===== src/core/acc_pkg.sv =====
// package: register map, field layout and encodings of the converter control
package acc_pkg;
  // register byte addresses (one aligned word each)
  localparam logic [7:0] ADDR_CTRL_FIRST = 8'h00;
  localparam logic [7:0] ADDR_CTRL_SECOND = 8'h04;
  localparam logic [7:0] ADDR_STATUS = 8'h08;
  // converter_ctrl_first fields
  localparam int CHAN_LSB = 2;
  localparam int CHAN_W = 6;
  localparam int START_BIT = 1;
  localparam int ENABLE_BIT = 0;
  // converter_ctrl_second fields
  localparam int PREF_LSB = 0;
  localparam int PREF_W = 2;
  localparam int NREF_BIT = 2;
  localparam int CCS_LSB = 4;
  localparam int CCS_W = 3;
  // status fields
  localparam int BUSY_BIT = 0;
  localparam int DONE_BIT = 1;
  localparam int HALF_BIT = 2;
  localparam int PHASE_LSB = 8;
  localparam int PHASE_W = 5;
  // reset values
  localparam logic [5:0] CHAN_RESET = 6'h00;
  localparam logic [1:0] PREF_RESET = 2'h0;
  localparam logic [2:0] CCS_RESET = 3'h0;
  // conversion length: 11.5 periods = 23 half periods
  localparam logic [4:0] CONV_HALVES = 5'h17;
  // system clock divide exponent per conv_clock_select code
  localparam logic [2:0] DIVX_2 = 3'h1;
  localparam logic [2:0] DIVX_4 = 3'h2;
  localparam logic [2:0] DIVX_8 = 3'h3;
  localparam logic [2:0] DIVX_16 = 3'h4;
  localparam logic [2:0] DIVX_32 = 3'h5;
  localparam logic [2:0] DIVX_64 = 3'h6;
  localparam logic [2:0] CCS_DIV2 = 3'h0;
  localparam logic [2:0] CCS_DIV4 = 3'h4;
  localparam logic [2:0] CCS_DIV8 = 3'h1;
  localparam logic [2:0] CCS_DIV16 = 3'h5;
  localparam logic [2:0] CCS_DIV32 = 3'h2;
  localparam logic [2:0] CCS_DIV64 = 3'h6;
  localparam logic [1:0] CCS_RC_LOW = 2'h3;
  // dedicated rc clock half period in system clocks (rough model)
  localparam int RC_HALF_NS = 2000;
  localparam int MCLK_NS = 5;
  localparam logic [9:0] RC_HALF_CYC = 10'(RC_HALF_NS / MCLK_NS);
  localparam logic [31:0] UNMAPPED_READ = 32'h0000_0000;
  typedef enum logic [1:0] {ACC_IDLE, ACC_RUN, ACC_DONE} acc_state_t;
endpackage : acc_pkg


===== src/core/acc_clk_if.sv =====
// interface: conversion clock select into the divider, half ticks out
`timescale 1ns/1ps
interface acc_clk_if;
  logic [2:0] clock_select;
  logic run;
  logic half_tick;
  modport ctrl (output clock_select, output run, input half_tick);
  modport div (input clock_select, input run, output half_tick);
endinterface : acc_clk_if


===== src/core/acc_adc_ctrl.sv =====
// module: converter configuration registers and conversion sequencer
`timescale 1ns/1ps
// Notes on behaviour
// - six-bit channel_select routes one source to sample-and-hold
// - two-bit pos_ref_select picks positive reference
// - one bit picks negative reference: pin or ground
// - conv_clock_select picks divide 2..64 or x11 rc clock
// - conversion takes 11.5 conversion clock periods
// - non-rc conversion clocks derive from system clock
module acc_adc_ctrl (
  input wire logic mclk,
  input wire logic rstn,
  input wire logic psel,
  input wire logic penable,
  input wire logic pwrite,
  input wire logic [7:0] paddr,
  input wire logic [31:0] pwdata,
  output logic [31:0] prdata,
  output logic pready,
  output logic pslverr,
  output logic [5:0] channel_select,
  output logic [1:0] pos_ref_select,
  output logic neg_ref_ground,
  output logic [2:0] conv_clock_select,
  output logic rc_clock_enable,
  output logic converter_enable,
  output logic sample_hold,
  output logic conv_clock,
  output logic conv_busy,
  output logic conv_done
);
  // ==========================================================
  // bus decode
  logic wr_en;
  logic rd_en;
  logic hit;
  logic start_req;
  logic done_clr;

  assign wr_en = psel && penable && pwrite;
  assign rd_en = psel && penable && !pwrite;
  assign hit = (paddr == acc_pkg::ADDR_CTRL_FIRST)
    || (paddr == acc_pkg::ADDR_CTRL_SECOND)
    || (paddr == acc_pkg::ADDR_STATUS);
  assign pready = 1'b1; // zero wait states
  assign pslverr = psel && penable && !hit;
  // a start write with enable set while idle launches a conversion
  assign start_req = wr_en && (paddr == acc_pkg::ADDR_CTRL_FIRST)
    && pwdata[acc_pkg::START_BIT] && pwdata[acc_pkg::ENABLE_BIT];
  // done is cleared by reading status
  assign done_clr = rd_en && (paddr == acc_pkg::ADDR_STATUS);

  // ==========================================================
  // configuration registers
  always_ff @(posedge mclk or negedge rstn) begin
    if (!rstn) begin
      channel_select <= acc_pkg::CHAN_RESET;
      converter_enable <= 1'b0;
    end else if (wr_en && paddr == acc_pkg::ADDR_CTRL_FIRST) begin
      channel_select <= pwdata[acc_pkg::CHAN_LSB +: acc_pkg::CHAN_W];
      converter_enable <= pwdata[acc_pkg::ENABLE_BIT];
    end
  end

  // reference and clock selects
  always_ff @(posedge mclk or negedge rstn) begin
    if (!rstn) begin
      pos_ref_select <= acc_pkg::PREF_RESET;
      neg_ref_ground <= 1'b0;
      conv_clock_select <= acc_pkg::CCS_RESET;
    end else if (wr_en && paddr == acc_pkg::ADDR_CTRL_SECOND) begin
      pos_ref_select <= pwdata[acc_pkg::PREF_LSB +: acc_pkg::PREF_W];
      neg_ref_ground <= pwdata[acc_pkg::NREF_BIT];
      conv_clock_select <= pwdata[acc_pkg::CCS_LSB +: acc_pkg::CCS_W];
    end
  end

  // rc oscillator runs only when selected, saves power otherwise
  always_ff @(posedge mclk or negedge rstn) begin
    if (!rstn) begin
      rc_clock_enable <= 1'b0;
    end else begin
      rc_clock_enable <= (conv_clock_select[1:0] == acc_pkg::CCS_RC_LOW);
    end
  end

  // ==========================================================
  // conversion clock divider
  acc_clk_if ck ();
  acc_pkg::acc_state_t state;
  logic [4:0] halves;

  assign ck.clock_select = conv_clock_select;
  assign ck.run = (state == acc_pkg::ACC_RUN);

  acc_clk_div acc_clk_div_inst (
    .mclk(mclk),
    .rstn(rstn),
    .ck(ck)
  );

  // ==========================================================
  // sequencer: counts 23 half periods, i.e. 11.5 periods
  always_ff @(posedge mclk or negedge rstn) begin
    if (!rstn) begin
      state <= acc_pkg::ACC_IDLE;
    end else begin
      case (state)
        acc_pkg::ACC_IDLE: begin
          if (start_req) begin
            state <= acc_pkg::ACC_RUN;
          end
        end
        acc_pkg::ACC_RUN: begin
          if (!converter_enable) begin
            state <= acc_pkg::ACC_IDLE; // disabling aborts
          end else if (ck.half_tick
              && halves == acc_pkg::CONV_HALVES - 5'h01) begin
            state <= acc_pkg::ACC_DONE;
          end
        end
        acc_pkg::ACC_DONE: begin
          state <= acc_pkg::ACC_IDLE;
        end
        default: state <= acc_pkg::ACC_IDLE;
      endcase
    end
  end

  // half period counter
  always_ff @(posedge mclk or negedge rstn) begin
    if (!rstn) begin
      halves <= 5'h00;
    end else if (state != acc_pkg::ACC_RUN) begin
      halves <= 5'h00;
    end else if (ck.half_tick) begin
      halves <= halves + 5'h01;
    end
  end

  // conversion clock level toggles each half period
  always_ff @(posedge mclk or negedge rstn) begin
    if (!rstn) begin
      conv_clock <= 1'b0;
    end else if (state != acc_pkg::ACC_RUN) begin
      conv_clock <= 1'b0;
    end else if (ck.half_tick) begin
      conv_clock <= !conv_clock;
    end
  end

  // sample-and-hold opens at the same edge the sequence starts and holds during it
  always_ff @(posedge mclk or negedge rstn) begin
    if (!rstn) begin
      sample_hold <= 1'b0;
    end else begin
      sample_hold <= (state == acc_pkg::ACC_RUN)
        || (start_req && state != acc_pkg::ACC_RUN);
    end
  end

  // busy flag
  always_ff @(posedge mclk or negedge rstn) begin
    if (!rstn) begin
      conv_busy <= 1'b0;
    end else begin
      conv_busy <= (state == acc_pkg::ACC_RUN) || start_req;
    end
  end

  // sticky done: the end of a conversion wins over a status read
  always_ff @(posedge mclk or negedge rstn) begin
    if (!rstn) begin
      conv_done <= 1'b0;
    end else if (state == acc_pkg::ACC_DONE) begin
      conv_done <= 1'b1;
    end else if (done_clr || start_req) begin
      conv_done <= 1'b0;
    end
  end

  // ==========================================================
  // read data registered at the end of the setup phase
  logic [31:0] next_prdata;

  always_comb begin
    next_prdata = acc_pkg::UNMAPPED_READ;
    case (paddr)
      acc_pkg::ADDR_CTRL_FIRST: begin
        next_prdata[acc_pkg::CHAN_LSB +: acc_pkg::CHAN_W] = channel_select;
        next_prdata[acc_pkg::START_BIT] = (state == acc_pkg::ACC_RUN);
        next_prdata[acc_pkg::ENABLE_BIT] = converter_enable;
      end
      acc_pkg::ADDR_CTRL_SECOND: begin
        next_prdata[acc_pkg::PREF_LSB +: acc_pkg::PREF_W] = pos_ref_select;
        next_prdata[acc_pkg::NREF_BIT] = neg_ref_ground;
        next_prdata[acc_pkg::CCS_LSB +: acc_pkg::CCS_W] = conv_clock_select;
      end
      acc_pkg::ADDR_STATUS: begin
        next_prdata[acc_pkg::BUSY_BIT] = conv_busy;
        next_prdata[acc_pkg::DONE_BIT] = conv_done;
        next_prdata[acc_pkg::HALF_BIT] = conv_clock;
        next_prdata[acc_pkg::PHASE_LSB +: acc_pkg::PHASE_W] = halves;
      end
      default: next_prdata = acc_pkg::UNMAPPED_READ;
    endcase
  end

  // prdata latched in setup phase so it is stable in the access phase
  always_ff @(posedge mclk or negedge rstn) begin
    if (!rstn) begin
      prdata <= 32'h0000_0000;
    end else if (psel && !penable && !pwrite) begin
      prdata <= next_prdata;
    end
  end
endmodule : acc_adc_ctrl


===== src/core/acc_clk_div.sv =====
// module: conversion clock divider producing half-period enable pulses
`timescale 1ns/1ps
module acc_clk_div (
  input wire logic mclk,
  input wire logic rstn,
  acc_clk_if.div ck
);
  logic [9:0] cnt;
  logic [9:0] half_len;

  // half period length in system clocks from the select code
  always_comb begin
    half_len = 10'h001;
    case (ck.clock_select)
      acc_pkg::CCS_DIV2: half_len = 10'h001 << (acc_pkg::DIVX_2 - 3'h1);
      acc_pkg::CCS_DIV4: half_len = 10'h001 << (acc_pkg::DIVX_4 - 3'h1);
      acc_pkg::CCS_DIV8: half_len = 10'h001 << (acc_pkg::DIVX_8 - 3'h1);
      acc_pkg::CCS_DIV16: half_len = 10'h001 << (acc_pkg::DIVX_16 - 3'h1);
      acc_pkg::CCS_DIV32: half_len = 10'h001 << (acc_pkg::DIVX_32 - 3'h1);
      acc_pkg::CCS_DIV64: half_len = 10'h001 << (acc_pkg::DIVX_64 - 3'h1);
      default: half_len = acc_pkg::RC_HALF_CYC; // x11 rc source
    endcase
  end

  // counter restarts with each conversion so the first period is whole
  always_ff @(posedge mclk or negedge rstn) begin
    if (!rstn) begin
      cnt <= 10'h000;
    end else if (!ck.run || cnt + 10'h001 >= half_len) begin
      cnt <= 10'h000;
    end else begin
      cnt <= cnt + 10'h001;
    end
  end

  assign ck.half_tick = ck.run && (cnt + 10'h001 >= half_len);
endmodule : acc_clk_div


===== config.mk =====
export PLATFORM = sky130hd
export DESIGN_NAME = acc_adc_ctrl
export DESIGN_NICKNAME = d
export VERILOG_FILES = /design/src/core/acc_pkg.sv /design/src/core/acc_clk_if.sv /design/src/core/acc_adc_ctrl.sv /design/src/core/acc_clk_div.sv
export SDC_FILE = /design/constraint.sdc
export NUM_CORES = 1
export LEC_CHECK = 0
export ABC_AREA = 0
export BUFFER_PORTS_ARGS = -buffer_cell sky130_fd_sc_hd__buf_4
export CORE_AREA = 2 2 57 113
export DETAILED_ROUTE_END_ITERATION = 16
export DIE_AREA = 0 0 59 115
export GPL_TIMING_DRIVEN = 0
export PLACE_DENSITY = 0.75
export SYNTH_ARGS = -nofsm -noshare
export SYNTH_HDL_FRONTEND = slang
export SYNTH_HIERARCHICAL = 1
export SYNTH_SLANG_ARGS = --single-unit

===== constraint.sdc =====
create_clock -name mclk -period 3 [get_ports mclk]
set_input_delay 0.45 -clock mclk [delete_from_list [all_inputs] [get_ports mclk]]
set_output_delay 0.45 -clock mclk [all_outputs]
set_load 0.01 [all_outputs]

After elaboration in Yosys (flattened, before gate mapping). Cells that the tools add are included.

Logic and storage cells: 79. Flip-flop bits (word level): 48. Output and inout bits: 52.

Eq/ne operators: 14. $lt $le $gt $ge: 1. Reductions and logical operators: 31. $add $sub $neg: 2. Multiplexer cells: 17.

Operators by type and width (number): $pmux W9 S6 (1); $mux W5 (3); $logic_and A1 B1 Y1 (14); $add A10 B1 Y10 const B (1); $ge A10 B9 Y1 (1); $mux W10 (1); $eq A3 B3 Y1 const B (3); $pmux W3 S3 (1); $eq A8 B3 Y1 const B (1); $eq A8 B4 Y1 const B (1); $logic_not A8 Y1 (1); $logic_or A1 B1 Y1 (6); $mux W1 (6); $mux W2 (3); $pmux W3 S2 (1); $add A5 B1 Y5 const B (1); $eq A5 B5 Y1 const B (1); $logic_not A1 Y1 (5); $eq A2 B2 Y1 const B (2); $pmux W2 S2 (1); $reduce_bool A2 Y1 (2); $eq A3 B1 Y1 const B (1); $eq A3 B2 Y1 const B (1); $logic_not A3 Y1 (1); other kinds (6) (6).

Longest topological paths before layout. Gate-level depths: netlist of run 1.

Depth in word-level cells: 8. Gate-level depth with buffers: 13. Depth with buffers taken out: 12.

Cells and area by module. Netlist of run 1, hierarchy kept.

Modules (own cells, without submodules): acc_adc_ctrl (seq. area each 925.9 sq um, instances 1, area an instance 1851.8 sq um, cells each 160); acc_clk_div (seq. area each 250.2 sq um, instances 1, area an instance 743.2 sq um, cells each 81).

Worst setup path after synthesis of run 1. No wires, ideal clock.

Kind: register to register. Start point: register acc_clk_div_inst.cnt[0]. End point: register state[1]. Setup time: 0.067 ns. Cell stages (with the launch flop): 13. Clock period less this slack: 2.872 ns. Arrival: 2.805 ns. Slack: 0.128 ns. Data required time: 2.933 ns. Path through: dfrtp_1 -> and4_1 -> nand2_1 -> xnor2_1 -> ha_1 -> nand2_1 -> or3_1 -> a31oi_2 -> o21a_1 -> clkbuf_1 -> nand4_1 -> o211ai_1 -> and3_1.

Word-level cells in the longest chain between the ends: 6.

Ends and longest elaborated chain: start: declaration (line acc_clk_div.sv:8) `logic [9:0] cnt;`; start signal: assignment (line acc_clk_div.sv:32) `cnt <= cnt + 10'h001;`; $add A10 B1 Y10 (line acc_clk_div.sv:36) `assign ck.half_tick = ck.run && (cnt + 10'h001 >= half_len);`; $ge A10 B9 Y1 (line acc_clk_div.sv:36); $logic_and A1 B1 Y1 (line acc_clk_div.sv:36); via ck.half_tick (line acc_clk_if.sv:6) `logic half_tick;`; $logic_and A1 B1 Y1 (line acc_adc_ctrl.sv:118) `&& halves == acc_pkg::CONV_HALVES - 5'h01) begin`; $ne A3 B3 Y1 (no line); $reduce_and A2 Y1 (no line); end signal: assignment (line acc_adc_ctrl.sv:116) `state <= acc_pkg::ACC_IDLE;`; end signal: assignment (line acc_adc_ctrl.sv:119) `state <= acc_pkg::ACC_DONE;`; end signal: assignment (line acc_adc_ctrl.sv:123) `state <= acc_pkg::ACC_IDLE;`; end: declaration (line acc_adc_ctrl.sv:90) `acc_pkg::acc_state_t state;`.

The timed path passes the listed nets, and every way through them passes these cells. A chain may end at the register's enable or synchronous reset.

Worst setup path after layout of run 1. Ends and elaborated chain as after synthesis.

==> results.sh, run 1 <==
export IMPL_setup_viol=0
export IMPL_grt_usage_pct=17.1
export IMPL_numClockSinks=47
export IMPL_fmax_mhz=361
export IMPL_insertedDiodeCount=0
export IMPL_gp_congestion=0.821
export IMPL_p_per_area_mw_per_mm2=430
export IMPL_vias=1972
export IMPL_fin_crit_sh_pct=92.2
export IMPL_ir_worst_vdd_mv=0.502
export IMPL_io_pin_count=97
export IMPL_dp_hpwl_um=4060
export IMPL_first_pass_iters=4
export IMPL_hold_path_class="input pin to asynchronous set/reset pin"
export IMPL_skew_ps=6.08
export IMPL_root_buffer="clkbuf_16"
export IMPL_ys_ff_latch=47
export IMPL_routed_wl_um=5520
export IMPL_postSynthAreaPerCell_um2=10.8
export IMPL_dieWidth_um=59
export IMPL_cp_data_arrival_time_ps=2980
export IMPL_grt_ovfl_total=0
export IMPL_synth_warnings=6
export IMPL_numPortBuffers=51
export IMPL_leakage_nw=1.71
export IMPL_async_flop_share_pct=100
export IMPL_max_cap_viol_count=0
export IMPL_synth_most_common_cell="dfrtp_1"
export IMPL_synth_top_cell_area_share_pct=45.3
export IMPL_dr_first_iter_drc_count=43
export IMPL_grt_pass1_vias=1943
export IMPL_min_period_ps=2770
export IMPL_tightestPinTransition_ps=585
export IMPL_clk_pin_slew_worst_paths_ps=60
export IMPL_dieHeight_um=115
export IMPL_antenna_found_initial=0
export IMPL_rows=40
export IMPL_antenna_left=0
export IMPL_yosysTopAreaCell="dfrtp_1"
export IMPL_synth_cell_types=44
export IMPL_grt_max_degree=48
export IMPL_status="finished clean"
export IMPL_relSlewSlack_pct=61.0
export IMPL_htree_levels=2
export IMPL_insertion_delay_ps=280
export IMPL_cp_start_kind="flop"
export IMPL_area_growth_syn_to_layout_pct=29.9
export IMPL_worst_setup_path_type="flop to flop"
export IMPL_synth_edf_count=0
export IMPL_critical_path_max_fanout=6
export IMPL_finalHoldViolCount=0
export IMPL_drv_slew=0
export IMPL_die_area_mm2=0.00679
export IMPL_viasPerCell=5.12
export IMPL_tritoncts="done"
export IMPL_start_util_pct=43.9
export IMPL_synthCells=241
export IMPL_worst_setup_path_end_kind="flop"
export IMPL_clockBufferDepth=2
export IMPL_syn_area_mm2=0.00259
export IMPL_nets=377
export IMPL_grt_pass1_wl_um=9070
export IMPL_timing_setup_tns_ps=0
export IMPL_cts_buffers_inserted=5
export IMPL_remaining_drc_errors=0
export IMPL_critical_path_required_ps=3220
export IMPL_synth_cells_most_frequent="dfrtp_1, nand2_1, buf_4"
export IMPL_synth_ff_type="dfrtp_1"
export IMPL_ys_seq_area_share_pct=45.3
export IMPL_hold_buffers=0
export IMPL_final_layout_size_suffix_gt1_share_pct=36.0
export IMPL_wl_per_cell_um=14.3
export IMPL_synthTopCellsByArea="dfrtp_1, buf_4, ha_1, mux2_4, mux2_2"
export IMPL_core_area_mm2=0.00591
export IMPL_hold_slack_ps=164
per-stage QoR:
step / instance area (um2) / utilization (%) / cells / setup WS, ps / power (mW)
floorplan: 2660 / - / 259 / 128 / 0.710
global placement: 3120 / 52.9 / 373 / -237 / 0.756
detailed placement: 3120 / 52.9 / 373 / -325 / 0.758
CTS: 3330 / 56.3 / 381 / 143 / 1.46
global route: 3370 / 57.1 / 385 / -14.0 / 1.50
finish: 3370 / 57.1 / 385 / 233 / 1.45
routing by layer:
metal	wire length [um]	vias to the layer above	part of all wire, %	global-route usage [%]
met3	274	11	5.0	2.81
met1	2240	939	41	20.5
met4	93	0	1.7	5.15
met2	2910	64	53	30.6
li1	-	958	-	-
met5	0	-	0	0
path summary, 6_finish.rpt:
check	from	endpoint	slack (ps)	cells past startpoint
max	acc_clk_div_inst/cnt[0]	state[1]	230	11
max reg2reg	acc_clk_div_inst/cnt[0]	state[1]	230	11
max in group asynchronous	rstn	acc_clk_div_inst/cnt[0]	2410	1
min in group mclk	pwdata[3]	channel_select[1]	400	2
min	rstn	channel_select[4]	160	1
min reg2reg	prdata[3]	prdata[3]	490	2
cell families (layout without fill, tap and decap cells):
logic type | after synthesis | in the layout | synth area share (%)
AO/OA/AOI/OAI | 33 | 33 | 9.45
adder cells (fa/ha/maj) | 11 | 11 | 5.30
other | 3 | 21 | 0.434
AND/OR/NAND/NOR | 81 | 81 | 17.3
multiplexers | 19 | 19 | 9.60
XOR/XNOR | 13 | 13 | 4.39
buffers and inverters | 34 | 97 | 8.24
flip-flops | 47 | 47 | 45.3
power by group:
| part | leakage (nW) | total [mW] | internal [mW] | switching [mW] |
|---|---|---|---|---|
| registers | 0.647 | 0.642 | 0.638 | 0.00450 |
| clock network | 0.0911 | 0.700 | 0.478 | 0.223 |
| logic | 0.971 | 0.107 | 0.0512 | 0.0560 |
worst max-delay path: stages, from the launching register on:
cell	delay [ps]
dfrtp_2	400
and4_2	270
nand2_1	80
xnor2_1	160
ha_1	320
nand2_1	70
or3_1	430
a31oi_4	220
o21a_4	180
nand4_1	90
o211ai_1	270
and3_1	190
flip-flops by register name (all words and copies together) (netlist names):
register,flops
acc_clk_div_inst/cnt,10
channel_select,6
conv_busy,1
conv_clock,1
conv_clock_select,3
conv_done,1
converter_enable,1
halves,5
neg_ref_ground,1
pos_ref_select,2
prdata,13
rc_clock_enable,1
state,2
placed cells by master, fill, tap and decap left out, types with 3 or more instances in the layout:
| cell type | n |
|---|---|
| buf_4 | 77 |
| xor2_1 | 4 |
| mux2_4 | 7 |
| a22o_1 | 11 |
| inv_1 | 6 |
| conb_1 | 21 |
| clkbuf_16 | 5 |
| nor3_1 | 4 |
| nand3_1 | 4 |
| dfrtp_1 | 46 |
| nand3b_1 | 3 |
| xnor2_1 | 9 |
| nand2_1 | 26 |
| clkbuf_1 | 6 |
| o21ai_0 | 7 |
| mux2_2 | 9 |
| nor2_1 | 19 |
| ha_1 | 11 |
| a21oi_1 | 6 |
| nand4_1 | 4 |
what timing repair did:
action	CTS	global route
endpoints found under the setup margin	8	2
setup buffers	1	4
gates resized for setup	2	4
pin swaps	1	3
hold endpoints to repair	0	0
cell type report:
type,instances,area [um2]
timing repair buffer,56,420
clock inverter,2,60.1
clock buffer,6,129
sequential,47,1180
inverter,6,22.5
multi-input combinational,178,1290
tap,63,78.8
fill,500,2530
buffer,27,188
Note: power is estimated with default switching activity, not from simulation.
==> inputs of run 2 (changes only) <==
--- a/config.mk
+++ b/config.mk
@@ -12,6 +12,7 @@
 export DIE_AREA = 0 0 59 115
 export GPL_TIMING_DRIVEN = 0
 export PLACE_DENSITY = 0.75
+export SETUP_SLACK_MARGIN = 0.3
 export SYNTH_ARGS = -nofsm -noshare
 export SYNTH_HDL_FRONTEND = slang
 export SYNTH_HIERARCHICAL = 1
==> run 2 against run 1 <==
Clock power decreased by 21%. Highest routed layer unchanged. Register-to-register slack gained 90 ps. Clock skew increased by 3.5 ps. Largest power group is now sequential cells. Largest cell class unchanged.
==> results.sh, run 2 (synthesis gave the netlist of run 1 again) <==
export IMPL_min_period_ps=2670
export IMPL_final_layout_size_suffix_gt1_share_pct=39.8
export IMPL_cp_data_arrival_time_ps=2890
export IMPL_setup_viol=0
export IMPL_max_cap_viol_count=0
export IMPL_reg2reg_slack_ps=330
export IMPL_vias=1967
export IMPL_status="finished clean"
export IMPL_gp_congestion=0.787
export IMPL_grt_pass1_wl_um=9360
export IMPL_antenna_left=0
export IMPL_hold_buffers=0
export IMPL_core_area_mm2=0.00591
export IMPL_start_util_pct=43.9
export IMPL_routed_wl_um=5640
export IMPL_clk_pin_slew_worst_paths_ps=60
export IMPL_mostFrequentLayoutCells="buf_4, dfrtp_1, nand2_1"
export IMPL_placed_cell_area_mm2=0.00313
export IMPL_area_growth_syn_to_layout_pct=32.8
export IMPL_tritoncts="done"
export IMPL_dieWidth_um=59
export IMPL_insertion_delay_ps=280
export IMPL_regArea_mm2=0.00118
export IMPL_fmax_mhz=374
export IMPL_reg_top3="prdata (13), acc_clk_div_inst/cnt (10), channel_select (6)"
export IMPL_numPortBuffers=51
export IMPL_wl_per_cell_um=14.4
export IMPL_top_register="prdata"
export IMPL_grt_usage_pct=17.7
export IMPL_rows=40
export IMPL_viasPerCell=5.02
export IMPL_nets=384
export IMPL_cp_startpoint="acc_clk_div_inst/cnt[0]"
export IMPL_root_buffer="clkbuf_16"
export IMPL_cts_buffers_inserted=5
export IMPL_leakage_nw=1.76
export IMPL_first_pass_iters=4
export IMPL_tightestPinTransition_ps=588
export IMPL_largest_register_ffs=13
export IMPL_ir_worst_vdd_mv=0.272
export IMPL_multi_input_comb_area_mm2=0.00135
export IMPL_numClockSinks=47
export IMPL_antenna_found_initial=0
export IMPL_place_ws_ps=-47.3
export IMPL_mostFrequentLayoutCell="buf_4"
export IMPL_final_area_mm2=0.00345
export IMPL_grt_ovfl_total=0
export IMPL_remaining_drc_errors=0
export IMPL_finalWorstSetupSlack_ps=325
export IMPL_fin_crit_sh_pct=89.2
export IMPL_rsz0062_at_grt="yes"
export IMPL_dp_hpwl_um=4110
export IMPL_dr_first_iter_drc_count=52
export IMPL_finalHoldViolCount=0
export IMPL_skew_ps=9.55
export IMPL_hold_path_class="input pin to asynchronous set/reset pin"
export IMPL_htree_levels=2
export IMPL_drv_slew=0
export IMPL_clockBufferDepth=2
export IMPL_insertedDiodeCount=0
export IMPL_worst_setup_path_end_kind="flop"
export IMPL_dieHeight_um=115
export IMPL_io_pin_count=97
export IMPL_relSlewSlack_pct=60.8
export IMPL_die_area_mm2=0.00679
export IMPL_p_per_area_mw_per_mm2=378
export IMPL_grt_max_degree=48
export IMPL_critical_path_required_ps=3220
export IMPL_worst_setup_path_type="flop to flop"
export IMPL_critical_path_max_fanout=6
export IMPL_grt_pass1_vias=2008
export IMPL_worstReg2RegStart="acc_clk_div_inst/cnt[0]"
export IMPL_cp_start_kind="flop"
export IMPL_fillers=492
run 2: changes by cell type in the layout (fill, tap and decap cells not counted), sizes merged:
cell	previous run	this run
clkbuf	11	13
clkinv	0	1
buf	78	84
bufinv	2	0
run 2: final cells by class:
cell class,count,share of cell area [%]
multi-input combinational,178,39.1
sequential,47,34.3
timing repair buffer,62,13.5
buffer,28,5.84
clock buffer,7,4.14
tap,63,2.29
inverter,6,0.653
clock inverter,1,0.254
run 2: per-stage QoR:
| stage | hold WS (ps) | instances | TNS (ps) | util, % | power, mW |
|---|---|---|---|---|---|
| final | 161 | 392 | 0 | 58.4 | 1.30 |
| after floorplan | 154 | 259 | 0 | - | 0.711 |
| after global routing | 209 | 392 | 0 | 58.4 | 1.36 |
| after CTS | 188 | 389 | 0 | 57.7 | 1.32 |
| after global placement | 461 | 373 | 0 | 53.1 | 0.756 |
| after detailed placement | 476 | 373 | -93.5 | 53.1 | 0.759 |
run 2: timing repair:
action | in CTS | in global routing
pin swaps | 8 | 10
endpoints found under the setup margin | 8 | 6
buffers inserted | 8 | 3
resized for setup | 13 | 5
run 2: report_power, final:
part | internal [mW] | switching (mW) | total, mW
combinational | 0.0516 | 0.0550 | 0.107
sequential | 0.638 | 0.00448 | 0.642
clock | 0.333 | 0.220 | 0.553
run 2: worst paths after layout:
| path | to | cells after the start |
|---|---|---|
| max | state[1] | 12 |
| min | channel_select[4] | 1 |
| max reg2reg | state[1] | 12 |
| min reg2reg | state[0] | 1 |
| max in group asynchronous | acc_clk_div_inst/cnt[0] | 1 |
| min in group mclk | channel_select[5] | 2 |
run 2: critical path: stages, from the launching register on:
cell,delay (ps)
dfrtp_2,440
ha_4,180
buf_4,130
xor2_1,150
ha_1,290
nand2_1,50
or3_4,390
a31oi_4,160
o21a_1,170
clkbuf_8,150
nand4_1,100
o211ai_1,230
and3_1,180
run 2: metal layers:
metal  global-route usage, %  part of all wire [%]  vias up
li1                        -                     -      975
met1                    21.6                    41      934
met2                    31.1                    54       54
met3                    2.81                   4.9        4
met4                    5.30                  0.76        0
met5                       0                     0        -
==> inputs of run 3 (changes only) <==
--- a/config.mk
+++ b/config.mk
@@ -11,9 +11,8 @@
 export DETAILED_ROUTE_END_ITERATION = 16
 export DIE_AREA = 0 0 59 115
 export GPL_TIMING_DRIVEN = 0
-export PLACE_DENSITY = 0.75
+export PLACE_DENSITY = 0.74
 export SETUP_SLACK_MARGIN = 0.3
 export SYNTH_ARGS = -nofsm -noshare
 export SYNTH_HDL_FRONTEND = slang
-export SYNTH_HIERARCHICAL = 1
 export SYNTH_SLANG_ARGS = --single-unit
==> run 3 against run 2 <==
Maximum frequency increased by 7.6%. Clock power increased by 30%. Cell area decreased by 3.7%. Final cell count decreased by 0.51%. Synthesized area decreased by 1.4%. Routed wire length increased by 0.28%. Core utilization decreased by 2.2 points. First-iteration DRC count increased by 90%. Clock skew decreased by 3.8 ps. Die area unchanged. Non-clock buffer count decreased by 7. Critical path type unchanged. Largest cell class unchanged. Largest power group is now the clock network.
==> results.sh, run 3 <==
export IMPL_status="finished clean"
export IMPL_dieHeight_um=115
export IMPL_cp_start_kind="flop"
export IMPL_ys_seq_area_share_pct=46.0
export IMPL_grt_ovfl_total=0
export IMPL_mostFrequentLayoutCell="buf_4"
export IMPL_start_util_pct=43.3
export IMPL_totalPowerFinal_mw=1.46
export IMPL_relSlewSlack_pct=58.3
export IMPL_first_pass_iters=4
export IMPL_viasPerCell=5.23
export IMPL_fin_util_pct=56.2
export IMPL_reg2reg_slack_ps=510
export IMPL_numClockSinks=47
export IMPL_nets=382
export IMPL_cpPeakStageDelay_ps=440
export IMPL_finalHoldViolCount=0
export IMPL_root_buffer="clkbuf_16"
export IMPL_grt_max_degree=48
export IMPL_setup_viol=0
export IMPL_fmax_mhz=402
export IMPL_worst_setup_path_type="flop to flop"
export IMPL_htree_levels=2
export IMPL_path_buf_inv=1
export IMPL_cp_data_arrival_time_ps=2690
export IMPL_dr_first_iter_drc_count=99
export IMPL_wl_per_cell_um=14.5
export IMPL_final_layout_size_suffix_gt1_share_pct=32.4
export IMPL_remaining_drc_errors=0
export IMPL_dieWidth_um=59
export IMPL_min_period_ps=2490
export IMPL_worstReg2RegStart="acc_clk_div_inst.cnt[0]"
export IMPL_reg2reg_depth=9
export IMPL_synth_cells_most_frequent="dfrtp_1, nand2_1, buf_4"
export IMPL_place_ws_ps=293
export IMPL_syn_area_mm2=0.00256
export IMPL_cp_slowest_cell="dfrtp_1"
export IMPL_hold_slack_ps=161
export IMPL_insertedDiodeCount=0
export IMPL_finalWorstSetupSlack_ps=513
export IMPL_cp_top_family="simple AND/OR/NAND/NOR gates"
export IMPL_antenna_left=0
export IMPL_postSynthAreaPerCell_um2=10.4
export IMPL_synth_warnings=0
export IMPL_top_register="prdata"
export IMPL_dp_hpwl_um=4300
export IMPL_fin_crit_sh_pct=82.9
export IMPL_synth_ff_type="dfrtp_1"
export IMPL_r2r_end="conv_clock"
export IMPL_tightestPinTransition_ps=621
export IMPL_dp_cells=379
export IMPL_max_cap_viol_count=0
export IMPL_hold_path_class="input pin to asynchronous set/reset pin"
export IMPL_grt_pass1_vias=2019
export IMPL_synth_most_common_cell="dfrtp_1"
export IMPL_largest_register_ffs=13
export IMPL_fin_cells=390
export IMPL_ys_ff_latch=47
export IMPL_worst_setup_path_end_kind="flop"
export IMPL_ir_worst_vdd_mv=0.355
export IMPL_die_area_mm2=0.00679
export IMPL_grt_pass1_wl_um=9140
export IMPL_synth_cell_types=40
export IMPL_clockBufferDepth=2
export IMPL_crit_chain="ha_1, nand2_1, nor3_1, xor2_1, ha_1, nor3_1, o21a_1, buf_6, mux2i_1"
export IMPL_cts_buffers_inserted=5
export IMPL_vias=2041
export IMPL_numPortBuffers=51
export IMPL_area_growth_syn_to_layout_pct=29.8
export IMPL_antenna_found_initial=0
export IMPL_tritoncts="done"
export IMPL_hold_buffers=0
export IMPL_critical_path_required_ps=3210
export IMPL_mostFrequentLayoutCells="buf_4, dfrtp_1, nand2_1"
export IMPL_p_per_area_mw_per_mm2=441
export IMPL_synthTopCellsByArea="dfrtp_1, buf_4, mux2_2, ha_1, mux2i_1"
export IMPL_insertion_delay_ps=290
export IMPL_grt_usage_pct=17.4
export IMPL_critical_path_max_fanout=10
export IMPL_drv_slew=0
export IMPL_final_area_mm2=0.00332
export IMPL_routed_wl_um=5660
export IMPL_path_depth=9
export IMPL_async_flop_share_pct=100
export IMPL_gp_congestion=0.841
export IMPL_yosysTopAreaCell="dfrtp_1"
export IMPL_synthCells=246
export IMPL_synth_edf_count=0
export IMPL_rows=40
export IMPL_clk_pin_slew_worst_paths_ps=70
export IMPL_timing_setup_tns_ps=0
export IMPL_skew_ps=5.74
export IMPL_core_area_mm2=0.00591
export IMPL_reg_top3="prdata (13), acc_clk_div_inst.cnt (10), channel_select (6)"
export IMPL_rsz0062_at_grt="no"
export IMPL_synth_top_cell_area_share_pct=46.0
export IMPL_leakage_nw=1.68
export IMPL_io_pin_count=97
export IMPL_placed_cell_area_mm2=0.00309
run 3: repair_timing:
action,in CTS,in global routing
buffers inserted,1,2
pin swaps,2,1
gates resized for setup,1,3
hold endpoints to repair,0,0
endpoints found under the setup margin,3,17
run 3: worst max-delay path by stage:
| stage | endpoint | start | slack (ps) |
|---|---|---|---|
| 6_report | conv_clock | acc_clk_div_inst.cnt[0] | 510 |
| 5_1_grt | halves[1] | acc_clk_div_inst.cnt[0] | 310 |
| 4_1_cts | conv_clock | acc_clk_div_inst.cnt[0] | 320 |
| 3_5_place_dp | conv_clock | acc_clk_div_inst.cnt[0] | 290 |
| 3_3_place_gp | conv_clock | acc_clk_div_inst.cnt[2] | 330 |
| 2_1_floorplan | conv_clock | acc_clk_div_inst.cnt[0] | 670 |
run 3: where the power goes:
part	switching, mW	total, mW	internal (mW)	leakage [nW]
Combinational	0.0555	0.106	0.0504	0.941
Sequential	0.00340	0.641	0.637	0.647
Clock	0.240	0.718	0.477	0.0900
Total	0.299	1.46	1.17	1.68
run 3: per-layer routing:
layer	track usage [%]	share of wire (%)	routed length [um]	vias to the layer above
met5	0	0	0	-
met4	6.21	1.5	87	0
met3	3.15	4.9	275	7
met2	31.5	54	3070	59
met1	19.8	39	2230	990
li1	-	-	-	985
run 3: logic make-up after synthesis:
logic type | share of synthesized area (%)
xor gates and xnor gates | 2.06
muxes | 10.4
and+or+nand+nor | 16.6
buffers and inverters | 8.66
adders and majority gates | 5.38
DFF | 46.0
AOI/OAI and AO/OA | 10.6
other | 0.294
run 3: cell type report:
| class | instances | area, um2 |
|---|---|---|
| Buffer | 29 | 195 |
| Clock buffer | 5 | 125 |
| Clock inverter | 3 | 67.6 |
| Fill cell | 535 | 2590 |
| Inverter | 7 | 26.3 |
| Multi-Input combinational cell | 182 | 1240 |
| Sequential cell | 47 | 1180 |
| Tap cell | 63 | 78.8 |
| Timing Repair Buffer | 54 | 405 |
